<file path="config.mk">
export PLATFORM = sky130hd
export DESIGN_NAME = console_control
export DESIGN_NICKNAME = d
export VERILOG_FILES = /design/src/inc/console_pkg.sv /design/src/rtl/button_pulse.sv /design/src/rtl/console_control.sv
export SDC_FILE = /design/constraint.sdc
export NUM_CORES = 1
export LEC_CHECK = 0
export BUFFER_PORTS_ARGS = -buffer_cell sky130_fd_sc_hd__buf_2
export CAP_MARGIN = 0
export CORE_UTILIZATION = 37
export DETAILED_ROUTE_END_ITERATION = 8
export PLACE_DENSITY_LB_ADDON = 0.05
export SYNTH_ARGS = -nofsm -noshare
export SYNTH_HDL_FRONTEND = slang
export SYNTH_SLANG_ARGS = --single-unit
</file>
<file path="constraint.sdc">
create_clock -name clk -period 2.2 [get_ports clk]
set_input_delay 0.11 -clock clk [delete_from_list [all_inputs] [get_ports clk]]
set_output_delay 0.11 -clock clk [all_outputs]
set_load 0.02 [all_outputs]
</file>
<file path="src/inc/console_pkg.sv">
// Shared constants for the operator console control block
package console_pkg;
    localparam int WORD_W = 18;
    localparam int ADDR_W = 15;
    localparam int CHAN_W = 7;
    localparam int NUM_BUTTONS = 12;
    // Button bit positions in the raw button vector
    localparam int BTN_LOAD = 0;
    localparam int BTN_RUN = 1;
    localparam int BTN_STEP = 2;
    localparam int BTN_MRESET = 3;
    localparam int BTN_RST_P = 4;
    localparam int BTN_RST_A = 5;
    localparam int BTN_RST_B = 6;
    localparam int BTN_RST_M = 7;
    localparam int BTN_RST_C = 8;
    localparam int BTN_RST_Y = 9;
    localparam int BTN_SPARE0 = 10;
    localparam int BTN_SPARE1 = 11;
    // Mode selector encodings
    typedef enum logic [2:0] {
        MODE_SET_A = 3'h0,
        MODE_SET_B = 3'h1,
        MODE_SET_C = 3'h2,
        MODE_PROGRAM_RUN = 3'h3,
        MODE_SET_P = 3'h4,
        MODE_DISPLAY_MEM = 3'h5,
        MODE_INSERT_MEM = 3'h6,
        MODE_SPARE = 3'h7
    } mode_e;
    // Buzzer switch encodings
    localparam logic [1:0] BUZZ_UP = 2'h0;
    localparam logic [1:0] BUZZ_CENTER = 2'h1;
    localparam logic [1:0] BUZZ_DOWN = 2'h2;
    // Insert switch three-position encodings
    localparam logic [1:0] INS_CENTER = 2'h0;
    // Reset values
    localparam logic [WORD_W-1:0] WORD_RESET = 18'h00000;
    localparam logic [ADDR_W-1:0] ADDR_RESET = 15'h0000;
    localparam logic [CHAN_W-1:0] CHAN_RESET = 7'h00;
    localparam logic [WORD_W-1:0] ETC_RESET = 18'h00000;
endpackage

</file>
<file path="src/rtl/button_pulse.sv">
// Two-flop synchroniser plus one-shot edge detector for one pushbutton
`timescale 1ns/1ps
module button_pulse (
    input wire logic clk,
    input wire logic rst,
    input wire logic btn,
    output logic pulse
);
    logic s1_q, s2_q, s3_q, pulse_q;
    logic s1_d, s2_d, s3_d, pulse_d;

    always_comb begin
        s1_d = btn;
        s2_d = s1_q;
        s3_d = s2_q;
        pulse_d = s2_q & ~s3_q;
    end

    always_ff @(posedge clk) begin
        if (rst) begin
            s1_q <= 1'b0;
            s2_q <= 1'b0;
            s3_q <= 1'b0;
            pulse_q <= 1'b0;
        end else begin
            s1_q <= s1_d;
            s2_q <= s2_d;
            s3_q <= s3_d;
            pulse_q <= pulse_d;
        end
    end

    assign pulse = pulse_q;
endmodule

</file>
<file path="src/rtl/console_control.sv">
// Operator console control: switches, buttons, lamps and run/halt logic
`timescale 1ns/1ps
module console_control (
    input wire logic clk,
    input wire logic rst,
    input wire logic count_p_off_n,
    input wire logic count_q_off_n,
    input wire logic halt_disable,
    input wire logic program_pos,
    input wire logic [1:0] buzzer_sw,
    input wire logic [2:0] mode_sw,
    input wire logic [35:0] insert_sw,
    input wire logic [11:0] buttons,
    input wire logic word_time,
    input wire logic instr_done,
    input wire logic halt_req,
    input wire logic reader_stopped,
    input wire logic [17:0] mem_rdata,
    input wire logic mem_ack,
    input wire logic buzz_req,
    output logic run,
    output logic step,
    output logic hw_load,
    output logic mem_req,
    output logic mem_we,
    output logic [14:0] mem_addr,
    output logic [17:0] mem_wdata,
    output logic buzzer,
    output logic [17:0] lamp_a,
    output logic [17:0] lamp_b,
    output logic [6:0] lamp_c,
    output logic [14:0] lamp_p,
    output logic [17:0] lamp_m,
    output logic [17:0] lamp_q,
    output logic [6:0] lamp_y,
    output logic lamp_run,
    output logic lamp_mismatch
);
    localparam int W = console_pkg::WORD_W;
    localparam int AW = console_pkg::ADDR_W;
    localparam int CW = console_pkg::CHAN_W;

    // Memory access sequencer for display and insert modes
    typedef enum logic [1:0] {
        MS_IDLE = 2'h0,
        MS_WRITE = 2'h1,
        MS_READ = 2'h2
    } mseq_e;

    logic [console_pkg::NUM_BUTTONS-1:0] bp;
    logic [2:0] msw_s1_q, msw_s2_q;
    logic [35:0] ins_s1_q, ins_s2_q;
    logic [7:0] sw_s1_q, sw_s2_q;
    logic [3:0] in_s1_q, in_s2_q;

    // One synchroniser and one-shot per pushbutton
    genvar gi;
    generate
        for (gi = 0; gi < console_pkg::NUM_BUTTONS; gi++) begin : g_btn
            button_pulse u_btn (
                .clk(clk),
                .rst(rst),
                .btn(buttons[gi]),
                .pulse(bp[gi])
            );
        end
    endgenerate

    // Panel switches come from outside the clock domain
    always_ff @(posedge clk) begin
        if (rst) begin
            msw_s1_q <= 3'h0;
            msw_s2_q <= 3'h0;
            ins_s1_q <= 36'h000000000;
            ins_s2_q <= 36'h000000000;
            sw_s1_q <= 8'h00;
            sw_s2_q <= 8'h00;
            in_s1_q <= 4'h0;
            in_s2_q <= 4'h0;
        end else begin
            msw_s1_q <= mode_sw;
            msw_s2_q <= msw_s1_q;
            ins_s1_q <= insert_sw;
            ins_s2_q <= ins_s1_q;
            sw_s1_q <= {count_p_off_n, count_q_off_n, halt_disable,
                        program_pos, buzzer_sw, 2'h0};
            sw_s2_q <= sw_s1_q;
            in_s1_q <= {halt_req, reader_stopped, buzz_req, 1'b0};
            in_s2_q <= in_s1_q;
        end
    end

    logic cnt_p_inh, cnt_q_inh, hd, prog, halt_s, rdr_stop, buzz_in;
    logic [1:0] bsw;
    console_pkg::mode_e mode;
    logic [W-1:0] ins_val;
    assign cnt_p_inh = sw_s2_q[7];
    assign cnt_q_inh = sw_s2_q[6];
    assign hd = sw_s2_q[5];
    assign prog = sw_s2_q[4];
    assign bsw = sw_s2_q[3:2];
    assign halt_s = in_s2_q[3];
    assign rdr_stop = in_s2_q[2];
    assign buzz_in = in_s2_q[1];
    assign mode = console_pkg::mode_e'(msw_s2_q);

    // Each insert switch is two bits; any non-center position reads as 1
    always_comb begin
        for (int i = 0; i < W; i++) begin
            ins_val[i] = (ins_s2_q[2*i +: 2] != console_pkg::INS_CENTER);
        end
    end

    logic run_q, run_d, load_q, load_d, step_q, step_d;
    logic buzz_q, buzz_d, mis_q, mis_d;
    logic [W-1:0] a_q, a_d, b_q, b_d, m_q, m_d, q_q, q_d;
    logic [CW-1:0] c_q, c_d, y_q, y_d;
    logic [AW-1:0] p_q, p_d;
    mseq_e ms_q, ms_d;
    logic halt_cond, manual_clr, idle;

    assign manual_clr = bp[console_pkg::BTN_MRESET];
    // Halted and no instruction in flight
    assign idle = !run_q && !step_q && ms_q == MS_IDLE;

    always_comb begin
        run_d = run_q;
        load_d = load_q;
        step_d = 1'b0;
        buzz_d = buzz_q;
        mis_d = mis_q;
        a_d = a_q;
        b_d = b_q;
        c_d = c_q;
        p_d = p_q;
        m_d = m_q;
        q_d = q_q;
        y_d = y_q;
        ms_d = ms_q;
        halt_cond = halt_s;
        // Normal instruction and word-time counting
        if (instr_done && (!cnt_p_inh || prog)) begin
            p_d = p_q + 15'h0001;
        end
        if (word_time && (!cnt_q_inh || prog)) begin
            q_d = q_q - 18'h00001;
        end
        if (bp[console_pkg::BTN_RUN]
                && (mode == console_pkg::MODE_PROGRAM_RUN
                || mode == console_pkg::MODE_DISPLAY_MEM
                || mode == console_pkg::MODE_INSERT_MEM)) begin
            run_d = 1'b1;
        end
        if (bp[console_pkg::BTN_LOAD]
                && mode == console_pkg::MODE_PROGRAM_RUN) begin
            load_d = 1'b1;
            run_d = 1'b0;
        end
        if (load_q && rdr_stop) begin
            load_d = 1'b0;
            run_d = 1'b1;
        end
        // Memory sequencer: write then read back, or read only
        unique case (ms_q)
            MS_IDLE: begin
            end
            MS_WRITE: begin
                if (mem_ack) begin
                    ms_d = MS_READ;
                end
            end
            MS_READ: begin
                if (mem_ack) begin
                    ms_d = MS_IDLE;
                    m_d = mem_rdata;
                    if (mem_rdata != ins_val) begin
                        halt_cond = 1'b1;
                        mis_d = 1'b1;
                        if (mode == console_pkg::MODE_INSERT_MEM) begin
                            buzz_d = 1'b1;
                        end
                    end else begin
                        mis_d = 1'b0;
                    end
                    if (mode == console_pkg::MODE_DISPLAY_MEM) begin
                        p_d = p_q + 15'h0001;
                    end
                end
            end
            default: ms_d = MS_IDLE;
        endcase
        if (bp[console_pkg::BTN_STEP]) begin
            if (run_q && !prog) begin
                run_d = 1'b0;
            end else if (idle) begin
                unique case (mode)
                    console_pkg::MODE_SET_A: a_d = ins_val;
                    console_pkg::MODE_SET_B: b_d = ins_val;
                    console_pkg::MODE_SET_C: c_d = ins_val[CW-1:0];
                    console_pkg::MODE_SET_P: p_d = ins_val[AW-1:0];
                    console_pkg::MODE_DISPLAY_MEM: ms_d = MS_READ;
                    console_pkg::MODE_INSERT_MEM: ms_d = MS_WRITE;
                    default: step_d = 1'b1;
                endcase
            end
        end
        if (idle) begin
            if (bp[console_pkg::BTN_RST_P]) p_d = console_pkg::ADDR_RESET;
            if (bp[console_pkg::BTN_RST_A]) a_d = console_pkg::WORD_RESET;
            if (bp[console_pkg::BTN_RST_B]) b_d = console_pkg::WORD_RESET;
            if (bp[console_pkg::BTN_RST_M]) m_d = console_pkg::WORD_RESET;
            if (bp[console_pkg::BTN_RST_C]) c_d = console_pkg::CHAN_RESET;
            if (bp[console_pkg::BTN_RST_Y]) y_d = console_pkg::CHAN_RESET;
        end
        if (halt_cond && !hd && !prog) begin
            run_d = 1'b0;
        end
        if (prog) begin
            run_d = 1'b1;
        end
        // Buzzer: up silences, down blocks, center lets a request sound
        if (bsw == console_pkg::BUZZ_UP || bsw == console_pkg::BUZZ_DOWN) begin
            buzz_d = 1'b0;
        end else if (buzz_in) begin
            buzz_d = 1'b1;
        end
    end

    always_ff @(posedge clk) begin
        if (rst || manual_clr) begin
            run_q <= 1'b0;
            load_q <= 1'b0;
            step_q <= 1'b0;
            buzz_q <= 1'b0;
            mis_q <= 1'b0;
            a_q <= console_pkg::WORD_RESET;
            b_q <= console_pkg::WORD_RESET;
            m_q <= console_pkg::WORD_RESET;
            q_q <= console_pkg::ETC_RESET;
            c_q <= console_pkg::CHAN_RESET;
            y_q <= console_pkg::CHAN_RESET;
            p_q <= console_pkg::ADDR_RESET;
            ms_q <= MS_IDLE;
        end else begin
            run_q <= run_d;
            load_q <= load_d;
            step_q <= step_d;
            buzz_q <= buzz_d;
            mis_q <= mis_d;
            a_q <= a_d;
            b_q <= b_d;
            m_q <= m_d;
            q_q <= q_d;
            c_q <= c_d;
            y_q <= y_d;
            p_q <= p_d;
            ms_q <= ms_d;
        end
    end

    // Lamps and control outputs from flip-flops; mem_req, mem_we and mem_wdata are decoded from flop state
    assign run = run_q;
    assign step = step_q;
    assign hw_load = load_q;
    assign mem_req = ms_q != MS_IDLE;
    assign mem_we = ms_q == MS_WRITE;
    assign mem_addr = p_q;
    assign mem_wdata = ins_val;
    assign buzzer = buzz_q;
    assign lamp_a = a_q;
    assign lamp_b = b_q;
    assign lamp_c = c_q;
    assign lamp_p = p_q;
    assign lamp_m = m_q;
    assign lamp_q = q_q;
    assign lamp_y = y_q;
    assign lamp_run = run_q;
    assign lamp_mismatch = mis_q;
endmodule

</file>
==> results.txt <==
Peak Freq: 491 MHz
cell with the most instances after synthesis: dfxtp_1
hold path cells: 4
CTS tree: done
Post-DP HPWL: 14,200 microns
Post-synth EDFFs: 0
Leakage: 4.88 nW
CTS clock-pin slew for the worst setup and hold paths: 0.05 ns
pwr dens: 883 nW/um^2
synthesized area: 8180 sq um
crit path cell chain: or4_4 > or4_4 > nor4_4 > xnor2_1 > nor2_2
Die W: 151 microns
antenna fix cells: 0
Finished Core Util: 51.5%
CP max-delay cell: or4_4
slowest stage delay, CP: 0.58 ns
clk_skew: 0.0180 ns
global route overflow: 0
Synth area leaders: dfxtp_1 (57%), nor2b_1 (10%), a211oi_1 (5.1%)
worst relative slew slack: 63.8%
crit path launch type: flop
WL met2: 8710 microns
dpl ws: 0.177 ns
fin. max-slew vios: 0
VDD IR max: 661 uV
buffers plus inverters on the worst setup path: 0
Synth top area share: 56.5%
via count: 6,438
Fin Setup TNS: 0 ns
largest net degree at the start of global routing: 107
Die Ht: 151 microns
syn_area_per_cell: 9.82 sq um
latest clock arrival within the worst-skew pair: 0.54 ns
fin nets: 1,210
PnR worst setup slack: 0.165 ns
Async SR Flop Fraction: 0%
Starting Density: 37.6%
Final Hold Viols: 0
Synth Flop Type: dfxtp_1
layout cell share with drive strength beyond 1: 25.6%
port bufs: 213
Post-synth top cells: dfxtp_1 (231), nor2b_1 (134), nor2_1 (99)
CP arrival: 2.44 ns
P&R area growth vs syn: 36.9%
fin crit period: 2.04 ns
status: finished, final reports clean
Post-Syn Instances: 833
critical path peak fanout: 8
total wire length: 20,500 microns
wire length on met1: 10,100 microns
DR WL/cell: 14.4 microns
Die ar.: 22,700 sq um
detailed-route DRC error count: 0
Worst path top cell family by delay: simple AND/OR/NAND/NOR gates
postcts setup bufs: 0
initial DRC count: 230
Finish-stage setup viols: 0
fin crit share: 92.5%
synth unique cells: 60
crit-path most repeated cell: or4_4
DRT Pass-1 Iters: 4
GRT Util Overall: 17.9%
Hold Path Class: input port to flop
CP Capture Type: flop
number of cells on the critical path: 5
H-tree levels: 1
Synth Warn #: 0
CP required: 2.61 ns
first-pass GRT wire length: 31,700 microns
Tightest Pin Transition: 0.543 ns
vias per inst: 4.53
met3 WL: 1180 microns
IO Pins: 225
R2R depth: 5
uppermost layer routed: met4
vias in the first global route: 6,056
Routed Antenna Nets: 0
CTS Buffer Depth: 3
Setup CP Type: flop to flop
initial antenna violation count: 0
routability cong.: 0.771
total CTS buffers: 26
RSZ-0062 raised after global routing: false
core area: 21,800 sq um
max_cap viols: 0
Rows: 54
post-synthesis sequential area ratio: 56.5%
synthesized flop and latch total: 231
CTS Sinks: 231
leading area contributor after synthesis: dfxtp_1
root buf cell: clkbuf_16
==> cell usage in the layout, fill, tap and decap left out, types with 3 or more instances in the layout <==
cell type | netlist | layout
nor2_1 | 99 | 99
inv_1 | 23 | 23
nand2_1 | 55 | 55
clkinv_2 | 0 | 3
nor3_1 | 16 | 16
clkbuf_1 | 22 | 5
conb_1 | 1 | 7
xor2_1 | 9 | 9
clkbuf_8 | 0 | 6
nor2b_1 | 134 | 134
xnor2_1 | 23 | 23
nor4_1 | 8 | 8
nand3_1 | 6 | 6
or3_1 | 6 | 6
o21ai_0 | 3 | 3
buf_2 | 7 | 212
nor3_2 | 5 | 4
a211oi_1 | 56 | 56
dlygate4sd3_1 | 0 | 84
clkbuf_16 | 0 | 26
buf_4 | 23 | 19
dfxtp_1 | 231 | 231
o22ai_1 | 6 | 6
o21a_1 | 13 | 13
a21oi_1 | 24 | 24
buf_12 | 0 | 3
and3_1 | 5 | 5
nand4_1 | 7 | 7
==> repair_timing <==
| action | in CTS | in global routing |
|---|---|---|
| hold endpoints to repair | 85 | 0 |
| hold buffers | 84 | 0 |
| resized for setup | 0 | 0 |
==> metrics by stage <==
| stage | instance area [sq um] | cells | total power [mW] | hold WS, ns |
|---|---|---|---|---|
| floorplan | 8210 | 839 | 5.25 | 0.189 |
| global placement | 9490 | 1293 | 5.56 | 0.318 |
| detailed placement | 9490 | 1293 | 5.56 | 0.322 |
| CTS | 11200 | 1421 | 10.0 | 0.140 |
| global route | 11200 | 1421 | 10.3 | 0.212 |
| finish | 11200 | 1421 | 9.89 | 0.160 |
==> state kept, by name (all words and copies together), names as in the netlist, 5 cells and up <==
signal and cells:
sw_s1_q 5, lamp_m 18, g_btn.u_btn.s3_q 9, ins_s2_q 36, lamp_c 7, g_btn.u_btn.s2_q 9
sw_s2_q 5, lamp_q 18, g_btn.u_btn.pulse 9, lamp_b 18, ins_s1_q 36, g_btn.u_btn.s1_q 9
lamp_p 15, lamp_a 18
==> worst min-delay path, stage by stage <==
cell,delay [ns]
buf_2,0.10
a32oi_2,0.15
mux2i_1,0.19
a211oi_1,0.08
==> cells by family (layout without fill, tap and decap cells) <==
logic type	Yosys count	count (layout)	share of synthesized area [%]
AO/OA/AOI/OAI	116	116	9.95
multiplexers	2	2	0.245
flip-flops	231	231	56.5
adder cells (fa/ha/maj)	2	2	0.306
XOR/XNOR	32	32	3.42
other	1	7	0.0458
AND/OR/NAND/NOR	366	366	24.3
buffers and inverters	83	385	5.20
==> power by group <==
part / leakage (nW) / switching (mW) / internal, mW / total [mW]
clock: 0.425 / 1.69 / 2.61 / 4.31
sequential: 1.89 / 0.119 / 4.36 / 4.48
combinational: 2.56 / 0.603 / 0.499 / 1.10
total: 4.88 / 2.42 / 7.47 / 9.89
==> worst paths after layout <==
kind | from | to | slack [ns]
max | lamp_q[4] | lamp_q[16] | 0.16
min | instr_done | lamp_p[1] | 0.16
max reg2reg | lamp_q[4] | lamp_q[16] | 0.16
min reg2reg | g_btn[4].u_btn.s3_q | g_btn[4].u_btn.pulse | 0.38
==> layout make-up <==
type	count	area, sq um
clock inverters	7	114
repair buffers	318	2100
fillers	2098	10600
multi-input cells	525	3170
inverters	23	86.3
flip-flops and latches	231	4620
well taps	280	350
clock buffers	37	752
==> per-layer routing <==
metal,up-vias,track usage [%]
met1,2879,25.1
met2,192,27.7
li1,3336,-
met5,-,0
met3,31,3.73
met4,0,4.95
No activity file was read; power rests on OpenSTA's default activity.
